### src/design/pmux_consts.svh
// register map, field positions, reset values and select codes
// of the pin output source multiplexer; included by its bare name
`ifndef PMUX_CONSTS_SVH
`define PMUX_CONSTS_SVH

// apb address width, control word index and register byte addresses
`define PMUX_AW 12
`define PMUX_CTRL_INDEX 8'h15
`define PMUX_CTRL_ADDR 12'h054
`define PMUX_MASK_ADDR 12'h080
`define PMUX_STAT_ADDR 12'h084

// reset values
`define PMUX_CTRL_RESET 8'h00
`define PMUX_MASK_RESET 4'hF

// pin_output_control fields
`define PMUX_SEL_MSB 7
`define PMUX_SEL_LSB 5
`define PMUX_SRC_MSB 4
`define PMUX_SRC_LSB 2
`define PMUX_VAL_BIT 1
`define PMUX_EN_BIT 0

// legal select codes per group, one bit per code
`define PMUX_RX_LEGAL 8'hFF
`define PMUX_ST_LEGAL 8'h1F
`define PMUX_TX_LEGAL 8'h3F

// width of the synchronised status vector
`define PMUX_SYNC_W 37

`endif

### src/design/pmux_pkg.sv
// types shared by the pin output source multiplexer
// assumes nothing beyond a systemverilog compiler
package pmux_pkg;

  // source field codes; 101 and 111 are reserved
  typedef enum logic [2:0] {
    PMUX_SRC_RX0 = 3'h0,
    PMUX_SRC_RX1 = 3'h1,
    PMUX_SRC_RX2 = 3'h2,
    PMUX_SRC_RX3 = 3'h3,
    PMUX_SRC_STATUS = 3'h4,
    PMUX_SRC_TX = 3'h6
  } pmux_src_t;

  // signal select code within a group
  typedef logic [2:0] pmux_sel_t;

endpackage

### src/design/pmux_top.sv
// pin output source multiplexer with its apb register file
// assumes status inputs are asynchronous levels from other blocks
//
// Functional notes
// - source codes pick rx0-3, status, transmit
// - rx source: select 0-3 gives remote pins
// - rx source: lock, pass, frame, line valid
// - status select 000 drives stored value
// - status group: or/and lock, and pass, sync
// - transmit: and pass, or pass, frame valid
// - transmit: line valid, synchronized, interrupt
// - stored value bit writable and driven out
// - control register resets to zero, driver off
//
// The APB interface to the registers was left to the implementer.
`timescale 1ns/1ps
`include "pmux_consts.svh"
module pmux_top (
  // clock and reset
  input wire logic pclk,
  input wire logic presetn,
  // apb slave
  input wire logic psel,
  input wire logic penable,
  input wire logic pwrite,
  input wire logic [`PMUX_AW-1:0] paddr,
  input wire logic [31:0] pwdata,
  input wire logic [3:0] pstrb,
  output logic [31:0] prdata,
  output logic pready,
  output logic pslverr,
  // receive port status, port p owns bits p*4+3..p*4 of the pins
  input wire logic [15:0] rx_remote_pin,
  input wire logic [3:0] rx_lock,
  input wire logic [3:0] rx_pass,
  input wire logic [3:0] rx_frame_valid,
  input wire logic [3:0] rx_line_valid,
  // device and transmit port status
  input wire logic frame_sync_pulse,
  input wire logic tx_frame_valid,
  input wire logic tx_line_valid,
  input wire logic tx_synchronized,
  input wire logic tx_interrupt,
  // general pin five, output side of the pad
  output logic general_pin_five_o,
  output logic general_pin_five_oe_n
);

  // ---------------------------------------------------------------
  // synchronised copies of every status input
  // ---------------------------------------------------------------
  logic [`PMUX_SYNC_W-1:0] sync_q; // all status, two flops deep
  logic [15:0] pin_s; // remote pins
  logic [3:0] lock_s; // lock per port
  logic [3:0] pass_s; // pass per port
  logic [3:0] fv_s; // frame valid per port
  logic [3:0] lv_s; // line valid per port
  logic fsync_s; // frame sync pulse
  logic [3:0] tx_s; // {int, synchronized, line, frame}

  // one synchroniser keeps the path depth equal for every source
  pmux_sync #(
    .W(`PMUX_SYNC_W)
  ) u_sync (
    .pclk(pclk),
    .presetn(presetn),
    .d({tx_interrupt, tx_synchronized, tx_line_valid, tx_frame_valid,
        frame_sync_pulse, rx_line_valid, rx_frame_valid, rx_pass,
        rx_lock, rx_remote_pin}),
    .q(sync_q)
  );

  assign pin_s = sync_q[15:0];
  assign lock_s = sync_q[19:16];
  assign pass_s = sync_q[23:20];
  assign fv_s = sync_q[27:24];
  assign lv_s = sync_q[31:28];
  assign fsync_s = sync_q[32];
  assign tx_s = sync_q[36:33];

  // ---------------------------------------------------------------
  // register state
  // ---------------------------------------------------------------
  logic [7:0] ctrl_reg; // pin_output_control
  logic [7:0] ctrl_next;
  logic [3:0] mask_reg; // receive ports taking part in and/or
  logic [3:0] mask_next;
  logic pready_reg;
  logic pready_next;
  logic pslverr_reg;
  logic pslverr_next;
  logic [31:0] prdata_reg;
  logic [31:0] prdata_next;
  logic pin_reg; // pad output level
  logic pin_next;
  logic oe_n_reg; // pad enable, low while driving
  logic oe_n_next;

  // fields of the control register
  pmux_pkg::pmux_sel_t sel; // pin_signal_select
  logic [2:0] src; // pin_source_select
  logic stored; // pin_stored_value
  logic drv_en; // pin_driver_enable

  assign sel = ctrl_reg[`PMUX_SEL_MSB:`PMUX_SEL_LSB];
  assign src = ctrl_reg[`PMUX_SRC_MSB:`PMUX_SRC_LSB];
  assign stored = ctrl_reg[`PMUX_VAL_BIT];
  assign drv_en = ctrl_reg[`PMUX_EN_BIT];

  // ---------------------------------------------------------------
  // group selectors
  // ---------------------------------------------------------------
  logic [1:0] port; // receive port chosen by the source
  logic or_lock; // any enabled port locked
  logic and_lock; // all enabled ports locked
  logic and_pass; // all enabled ports pass
  logic or_pass; // any enabled port passes
  logic rx_y; // receive group pick
  logic st_y; // device status group pick
  logic tx_y; // transmit group pick
  logic level; // chosen level before the driver gate

  assign port = src[1:0];
  // an empty port mask yields low for the and terms too
  assign or_lock = |(lock_s & mask_reg);
  assign and_lock = (mask_reg != 4'h0) & (&(lock_s | ~mask_reg));
  assign and_pass = (mask_reg != 4'h0) & (&(pass_s | ~mask_reg));
  assign or_pass = |(pass_s & mask_reg);

  // receive port: four remote pins, then lock, pass, frame, line
  pmux_mux8 u_rx_mux (
    .d({lv_s[port], fv_s[port], pass_s[port], lock_s[port],
        pin_s[{port, 2'b00} +: 4]}),
    .legal(`PMUX_RX_LEGAL),
    .sel(sel),
    .y(rx_y)
  );

  // device status: stored value first, codes 101-111 reserved
  pmux_mux8 u_st_mux (
    .d({3'b000, fsync_s, and_pass, and_lock, or_lock, stored}),
    .legal(`PMUX_ST_LEGAL),
    .sel(sel),
    .y(st_y)
  );

  // transmit port: 110 and 111 are unassigned and treated as reserved
  pmux_mux8 u_tx_mux (
    .d({2'b00, tx_s[3], tx_s[2], tx_s[1], tx_s[0], or_pass,
        and_pass}),
    .legal(`PMUX_TX_LEGAL),
    .sel(sel),
    .y(tx_y)
  );

  // source decode; the reserved sources fall to low
  always_comb begin
    case (src)
      pmux_pkg::PMUX_SRC_RX0,
      pmux_pkg::PMUX_SRC_RX1,
      pmux_pkg::PMUX_SRC_RX2,
      pmux_pkg::PMUX_SRC_RX3: level = rx_y;
      pmux_pkg::PMUX_SRC_STATUS: level = st_y;
      pmux_pkg::PMUX_SRC_TX: level = tx_y;
      default: level = 1'b0;
    endcase
  end

  // pad next values: disabled driver floats and outputs low
  always_comb begin
    pin_next = drv_en & level;
    oe_n_next = ~drv_en;
  end

  // pad registers
  always_ff @(posedge pclk or negedge presetn) begin
    if (!presetn) begin
      pin_reg <= 1'b0;
      oe_n_reg <= 1'b1;
    end else begin
      pin_reg <= pin_next;
      oe_n_reg <= oe_n_next;
    end
  end

  // ---------------------------------------------------------------
  // apb slave: one wait state, answer registered with pready
  // ---------------------------------------------------------------
  logic acc_go; // access cycle, answer not yet given
  logic acc_done; // edge where the transfer completes
  logic hit_ctrl;
  logic hit_mask;
  logic hit_stat;

  assign acc_go = psel & penable & ~pready_reg;
  assign acc_done = psel & penable & pready_reg;
  assign hit_ctrl = (paddr == `PMUX_CTRL_ADDR);
  assign hit_mask = (paddr == `PMUX_MASK_ADDR);
  assign hit_stat = (paddr == `PMUX_STAT_ADDR);

  // next values of the bus answer and of writable registers
  always_comb begin
    pready_next = acc_go;
    pslverr_next = acc_go & ~(hit_ctrl | hit_mask | hit_stat);
    prdata_next = prdata_reg;
    ctrl_next = ctrl_reg;
    mask_next = mask_reg;
    if (acc_go) begin
      // read data is captured once, together with pready
      if (pwrite | pslverr_next) begin
        prdata_next = 32'h0000_0000;
      end else if (hit_ctrl) begin
        prdata_next = {24'h00_0000, ctrl_reg};
      end else if (hit_mask) begin
        prdata_next = {28'h000_0000, mask_reg};
      end else begin
        prdata_next = {24'h00_0000, tx_s[0], fsync_s, lock_s,
                       pin_reg, ~oe_n_reg};
      end
    end
    // writes land only at the completing edge, low lane only
    if (acc_done & pwrite & pstrb[0]) begin
      if (hit_ctrl) begin
        ctrl_next = pwdata[7:0];
      end else if (hit_mask) begin
        mask_next = pwdata[3:0];
      end
    end
  end

  // bus registers; control clears to zero, all ports in the mask
  always_ff @(posedge pclk or negedge presetn) begin
    if (!presetn) begin
      ctrl_reg <= `PMUX_CTRL_RESET;
      mask_reg <= `PMUX_MASK_RESET;
      pready_reg <= 1'b0;
      pslverr_reg <= 1'b0;
      prdata_reg <= 32'h0000_0000;
    end else begin
      ctrl_reg <= ctrl_next;
      mask_reg <= mask_next;
      pready_reg <= pready_next;
      pslverr_reg <= pslverr_next;
      prdata_reg <= prdata_next;
    end
  end

  assign prdata = prdata_reg;
  assign pready = pready_reg;
  assign pslverr = pslverr_reg;
  assign general_pin_five_o = pin_reg;
  assign general_pin_five_oe_n = oe_n_reg;

  // ---------------------------------------------------------------
  // checks
  // ---------------------------------------------------------------
  logic rx_src;
  assign rx_src = ~src[2];
endmodule

### src/design/pmux_sync.sv
// two flip-flop synchroniser for a vector of independent levels
// assumes each bit is a slow level; no bus coherence is promised
`timescale 1ns/1ps
module pmux_sync #(
  parameter int W = 1
) (
  // clock and reset
  input wire logic pclk,
  input wire logic presetn,
  // asynchronous levels in, synchronised levels out
  input wire logic [W-1:0] d,
  output logic [W-1:0] q
);

  logic [W-1:0] meta_reg; // first stage, read only by the second
  logic [W-1:0] meta_next;
  logic [W-1:0] q_reg;
  logic [W-1:0] q_next;

  // next values: plain shift
  always_comb begin
    meta_next = d;
    q_next = meta_reg;
  end

  // registers clear to zero so the pin stays quiet after reset
  always_ff @(posedge pclk or negedge presetn) begin
    if (!presetn) begin
      meta_reg <= '0;
      q_reg <= '0;
    end else begin
      meta_reg <= meta_next;
      q_reg <= q_next;
    end
  end

  assign q = q_reg;

endmodule

### src/design/pmux_mux8.sv
// eight way single bit selector with a per-code legal mask
// assumes sel is already registered or stable within the cycle
`timescale 1ns/1ps
module pmux_mux8 (
  // candidate signals, one per select code
  input wire logic [7:0] d,
  // codes that may be driven; others give low
  input wire logic [7:0] legal,
  // select code
  input wire logic [2:0] sel,
  // chosen level
  output logic y
);

  // reserved codes read low so the pin level stays defined
  assign y = d[sel] & legal[sel];

endmodule

### config.mk
export PLATFORM = sky130hd
export DESIGN_NAME = pmux_top
export DESIGN_NICKNAME = d
export VERILOG_FILES = /design/src/design/pmux_pkg.sv /design/src/design/pmux_top.sv /design/src/design/pmux_sync.sv /design/src/design/pmux_mux8.sv
export VERILOG_INCLUDE_DIRS = /design/src /design/src/design
export SDC_FILE = /design/constraint.sdc
export NUM_CORES = 1
export LEC_CHECK = 0
export BUFFER_PORTS_ARGS = -buffer_cell sky130_fd_sc_hd__clkbuf_2
export CORE_ASPECT_RATIO = 2
export CORE_UTILIZATION = 35
export CTS_CLUSTER_SIZE = 24
export DETAILED_ROUTE_END_ITERATION = 10
export HOLD_SLACK_MARGIN = 0.15
export PLACE_DENSITY_LB_ADDON = 0.12
export SLEW_MARGIN = 0
export SYNTH_ARGS = -nofsm -noshare
export SYNTH_HDL_FRONTEND = slang
export SYNTH_SLANG_ARGS = --single-unit
export TNS_END_PERCENT = 100
### constraint.sdc
create_clock -name pclk -period 4.55 [get_ports pclk]
set_input_delay 0.2275 -clock pclk [delete_from_list [all_inputs] [get_ports pclk]]
set_output_delay 0.2275 -clock pclk [all_outputs]
set_load 0.005 [all_outputs]
* Word level (Yosys, flattened, before mapping)
Memory sizes are Yosys's and may differ from the RTL's. Cells that the tools add are included.
Storage, ports and cells: bits in registers 122, latch bits 0, bits in writable memories 0, ROM bits 24, logic and storage cells 78, memories kept 3
Memory list:
- (no name shown) | words 8, bits a word 1, read ports 1, clocked after memory_dff 0, wr ports 0, RTL line pmux_mux8.sv:16 | assign y = d[sel] & legal[sel];
- (no name shown) | words 8, bits a word 1, read ports 1, clocked after memory_dff 0, wr ports 0, RTL line pmux_mux8.sv:16
- (no name shown) | words 8, bits a word 1, read ports 1, clocked after memory_dff 0, wr ports 0, RTL line pmux_mux8.sv:16
Operators by class: $add $sub $neg 0, multipliers 0, div/mod/pow operators 0, order comparisons 2, equality and inequality tests 8, shift operators 1, muxes and demuxes 21, bitwise operators 25, reduce and logical (&&, ||, !) cells 9
Operators with widths (count):
- $eq 12x8->1 const B | 2
- $mux 8 | 3
- $shiftx 16x5->4 | 1
- $and 1x1->1 | 12
- $eq 12x7->1 const B | 1
- $reduce_or 4->1 | 3
- $mux 1 | 10
- $bmux 1 s3 | 3
- $and 4x4->4 | 2
- $bmux 1 s2 | 4
- $or 4x4->4 | 2
- $reduce_and 4->1 | 2
- $eq 3x2->1 const B | 2
- $eq 3x3->1 const B | 2
- $not 1->1 | 5
- $lt 3x4->1 const B | 1
- $not 4->4 | 1
- $reduce_bool 4->1 | 1
- $eq 3x1->1 const B | 1
- $logic_not 3->1 | 1
- $lt 2x3->1 const B | 1
- $or 1x1->1 | 3
- $pmux 1 s3 | 1
- $reduce_and 3->1 | 1
- $reduce_and 2->1 | 1

* Logic depth before layout (Yosys ltp)
depth after elaboration 9, gate-level depth with buffers 7, gate-level depth less buffers 6

* Modules after synthesis
From an unflattened synthesis, not the netlist that was laid out.
Second synthesis, totals: cells, all modules 261, area, all modules 3708.6 um^2
By module, submodules not included:
- pmux_sync | times used 1, cells an instance 74, area an instance 1851.8 um^2
- pmux_top | times used 1, cells an instance 145, area an instance 1597.8 um^2
- pmux_mux8 | times used 3, cells an instance 14, area an instance 86.3 um^2

* Worst setup path before layout
OpenSTA, ideal clock, no wires.
path type flip-flop to flip-flop, from reg ctrl_reg[2], to reg pin_reg (netlist: general_pin_five_o), setup time 0.132 ns, arrival time 1.812 ns, data required time 4.418 ns, path slack 2.605 ns, stages on the path, launching flop included 6, buffers on the path 1, period minus slack after synthesis 1.945 ns, cell sequence dfrtp_1 > buf_2 > mux4_2 > mux4_2 > a21oi_1 > o31ai_1
Between the ends: longest elaborated chain between the ends 7, elaborated cells on any way between the ends 21, those cells by class 5 x eq/ne; 1 x shift; 11 x mux; 2 x bitwise; 2 x reduce/logical
Ends and longest elaborated chain:
- start: declaration | RTL line pmux_top.sv:84 | logic [7:0] ctrl_reg;
- start signal: assignment | RTL line pmux_top.sv:234 | ctrl_reg <= `PMUX_CTRL_RESET;
- start signal: assignment | RTL line pmux_top.sv:240 | ctrl_reg <= ctrl_next;
- parallel branches: the longest is 5 deep, another holds $shiftx 16x5->4
- $pmux 1 s3 (*) | RTL line pmux_top.sv:158 | case (src)
- $and 1x1->1 (*) | RTL line pmux_top.sv:171 | pin_next = drv_en & level;
- net pin_next | RTL line pmux_top.sv:95 | logic pin_next;
- end signal: assignment | RTL line pmux_top.sv:181 | pin_reg <= pin_next;
- end: declaration | RTL line pmux_top.sv:94 | logic pin_reg;
Mark *: on every way through the listed nets, which the timed path passes. The select of a mux whose other input is x is not followed. A chain may end at the register's enable or synchronous reset.

* Worst setup path in the final report
Same ends and word-level chain as after synthesis.

==> results.md <==
- Non-filler cells, final: 499
- CORE AREA: 0.00983 mm^2
- Crit Path Class: reg -> reg
- Sequential area share after synthesis: 68.7%
- Number of max-cap violations: 0
- Leak: 2.19 nW
- Gr usage total: 14.5%
- Synthesized instance count: 237
- CP startpoint kind: register
- CP required: 4.76 ns
- Die width: 73.5 um
- CTS tree: built
- Routed Antenna Nets: 0
- Initial antenna violation count: 0
- Final routed DRC violation total: 0
- Max frequency: 0.444 GHz
- EDFF count, synth: 0
- Switch Pwr: 0.366 mW
- Minimum clock period after layout: 2.25 ns
- Die H: 145 um
- Hold Violations, Final: 0
- Worst Hold Class: in -> reg
- Worst path slowest cell: dfrtp_1
- Rows: 51
- # IOs: 126
- Status: completed
- Max_slew headroom: 55.0%
- GP Congestion: 0.879
- Unrepaired setup endpoints after global routing: false
- Synthesized area: 0.00358 mm^2
- Sw Share: 21.3%
- Area Growth Syn to Fin: 32.6%
- Initial drt markers: 117
- PwrDens: 362 mW/mm^2
- Detailed placement HPWL: 4810 um
- Fill cell count: 926
- Drt wl/cell: 13.7 um
- Global-route wire length before repair: 11400 um
- Slew Limit Fails: 0
- Yosys warning count: 0
- CTS HTree Levels: 3
- Nets: 452
- Setup violations, final: 0
- # port buffers: 74
- Flop pwr share: 53.5%
- Synth Flop Type: dfrtp_1
- Async S/R FF share, synth: 100%
- Avg Inst Size Synth: 15.1 um^2
- Root Buffer Master: clkbuf_16
- Final antenna diode count: 0
- Worst slew pin tran: 0.674 ns
- Initial Util: 36.4%
- Worst path most repeated cell: mux4_2
- Post-Route WL: 6860 um
- Dpl cells: 437
- Longest Clk Path Bufs: 2
- Largest stage delay on the critical path: 0.76 ns
- Clock Sinks: 98
- DR pass1 iterations: 4
- TNS Setup: 0 ns
- Clock Skew: 0.00543 ns
- Worst Path Arrival: 2.46 ns
- Grt total ovfl: 0
- Final Cycle Share: 49.5%
- Max IR drop VDD: 0.000239 V
- Int Pwr: 1.35 mW
- Crit path max fanout: 12
- Yosys reg bits: 98
- Commonest non-fill, non-tap cell in the layout: dfrtp_1
- Clock latency at the later pin of the worst-skew pair: 0.33 ns
- DR vias: 2229
- Commonest non-fill, non-tap cells in the layout: dfrtp_1 (93), clkbuf_2 (73), dlygate4sd3_1 (46), conb_1 (24), nand2_1 (14)
- Routed vias/inst: 4.47
- Die ar.: 0.0107 mm^2
- Hold slack: 0.329 ns
- Clock power share: 40.6%
- Fraction of layout cells with a size suffix above 1: 33.5%
- # Post-CTS Setup Buffers: 0
- Flop2flop setup slack: 2.30 ns
- CTS clock-pin slew for the worst setup and hold paths: 0.06 ns
- Cts bufs inserted: 9
- Crit-path cells: mux4_2, mux4_2, a21oi_1, o31ai_1
- Setup crit end kind: register
- Vias in the first global route: 2387
- Cell variety after synth: 45
- Comb pwr share: 5.9%
- Largest net degree at the start of global routing: 55
==> critical path: cells and delay by family (launching register included) <==
kind	cells	cell delay (ns)
AOI/OAI and AO/OA	2	0.28
muxes	2	1.08
DFF	1	0.76
==> power groups by stage <==
stage | clock [mW] | sequential (mW) | combinational [mW]
after floorplan | 0 | 0.930 | 0.0362
after global placement | 0 | 0.934 | 0.0710
after detailed placement | 0 | 0.935 | 0.0719
after CTS | 0.723 | 0.919 | 0.103
after global routing | 0.749 | 0.921 | 0.114
final | 0.696 | 0.918 | 0.101
==> per-stage QoR <==
stage	setup WS [ns]	area (um^2)	utilization [%]	power, mW
after floorplan	2.61	3660	-	0.966
after global placement	2.26	4000	40.7	1.00
after detailed placement	2.26	4000	40.7	1.01
after CTS	2.26	4740	48.3	1.74
after global routing	2.14	4740	48.3	1.78
final	2.30	4740	48.3	1.72
==> synthesized netlist by cell type, types with 3 or more instances <==
master / number / share of area (%)
buf_4: 24 / 5.0
a211oi_1: 3 / 0.63
a22o_1: 4 / 0.98
nand2_1: 14 / 1.5
clkbuf_1: 3 / 0.31
a22oi_1: 4 / 0.84
dfrtp_1: 93 / 65
o21ai_0: 9 / 1.3
inv_1: 6 / 0.63
mux2_2: 10 / 3.1
nand2b_1: 3 / 0.52
mux4_2: 9 / 5.7
a21oi_1: 4 / 0.56
nand3_1: 4 / 0.56
mux2i_1: 3 / 0.84
dfstp_2: 5 / 3.7
buf_2: 3 / 0.42
==> final timing paths <==
path | cells after the start | from | end
max reg2reg | 4 | ctrl_reg[2] | general_pin_five_o
max | 4 | ctrl_reg[2] | general_pin_five_o
min in group asynchronous | 2 | presetn | u_sync.q[4]
min | 4 | paddr[6] | pslverr
max in group asynchronous | 3 | presetn | u_sync.q[14]
min reg2reg | 0 | u_sync.meta_reg[23] | u_sync.q[23]
==> per-layer routing <==
| metal | GRT usage [%] | vias up | routed length [um] |
|---|---|---|---|
| li1 | - | 1046 | - |
| met2 | 26.0 | 76 | 3990 |
| met4 | 7.79 | 0 | 195 |
| met1 | 15.0 | 1094 | 2430 |
| met5 | 0 | - | 0 |
| met3 | 3.33 | 13 | 239 |
==> cell families after synthesis <==
kind of cell	synth area share (%)
muxes	9.65
AOI/OAI and AO/OA	7.28
and+or+nand+nor	7.83
buffers and inverters	6.40
other	0.105
DFF	68.7
==> what timing repair did <==
action                    4_1_cts  5_1_grt
hold endpoints to repair       97        0
hold buffers                   46        0
gates resized for setup         0        0
==> cell type report <==
| type | count | area (um^2) | area share (%) |
|---|---|---|---|
| repair buffers | 121 | 841 | 17.7 |
| well taps | 132 | 165 | 3.48 |
| multi-input cells | 126 | 976 | 20.6 |
| inverters | 6 | 22.5 | 0.475 |
| clock inverters | 6 | 41.3 | 0.870 |
| clock buffers | 10 | 239 | 5.04 |
| flip-flops and latches | 98 | 2460 | 51.8 |
(Power assumes the default switching activity.)
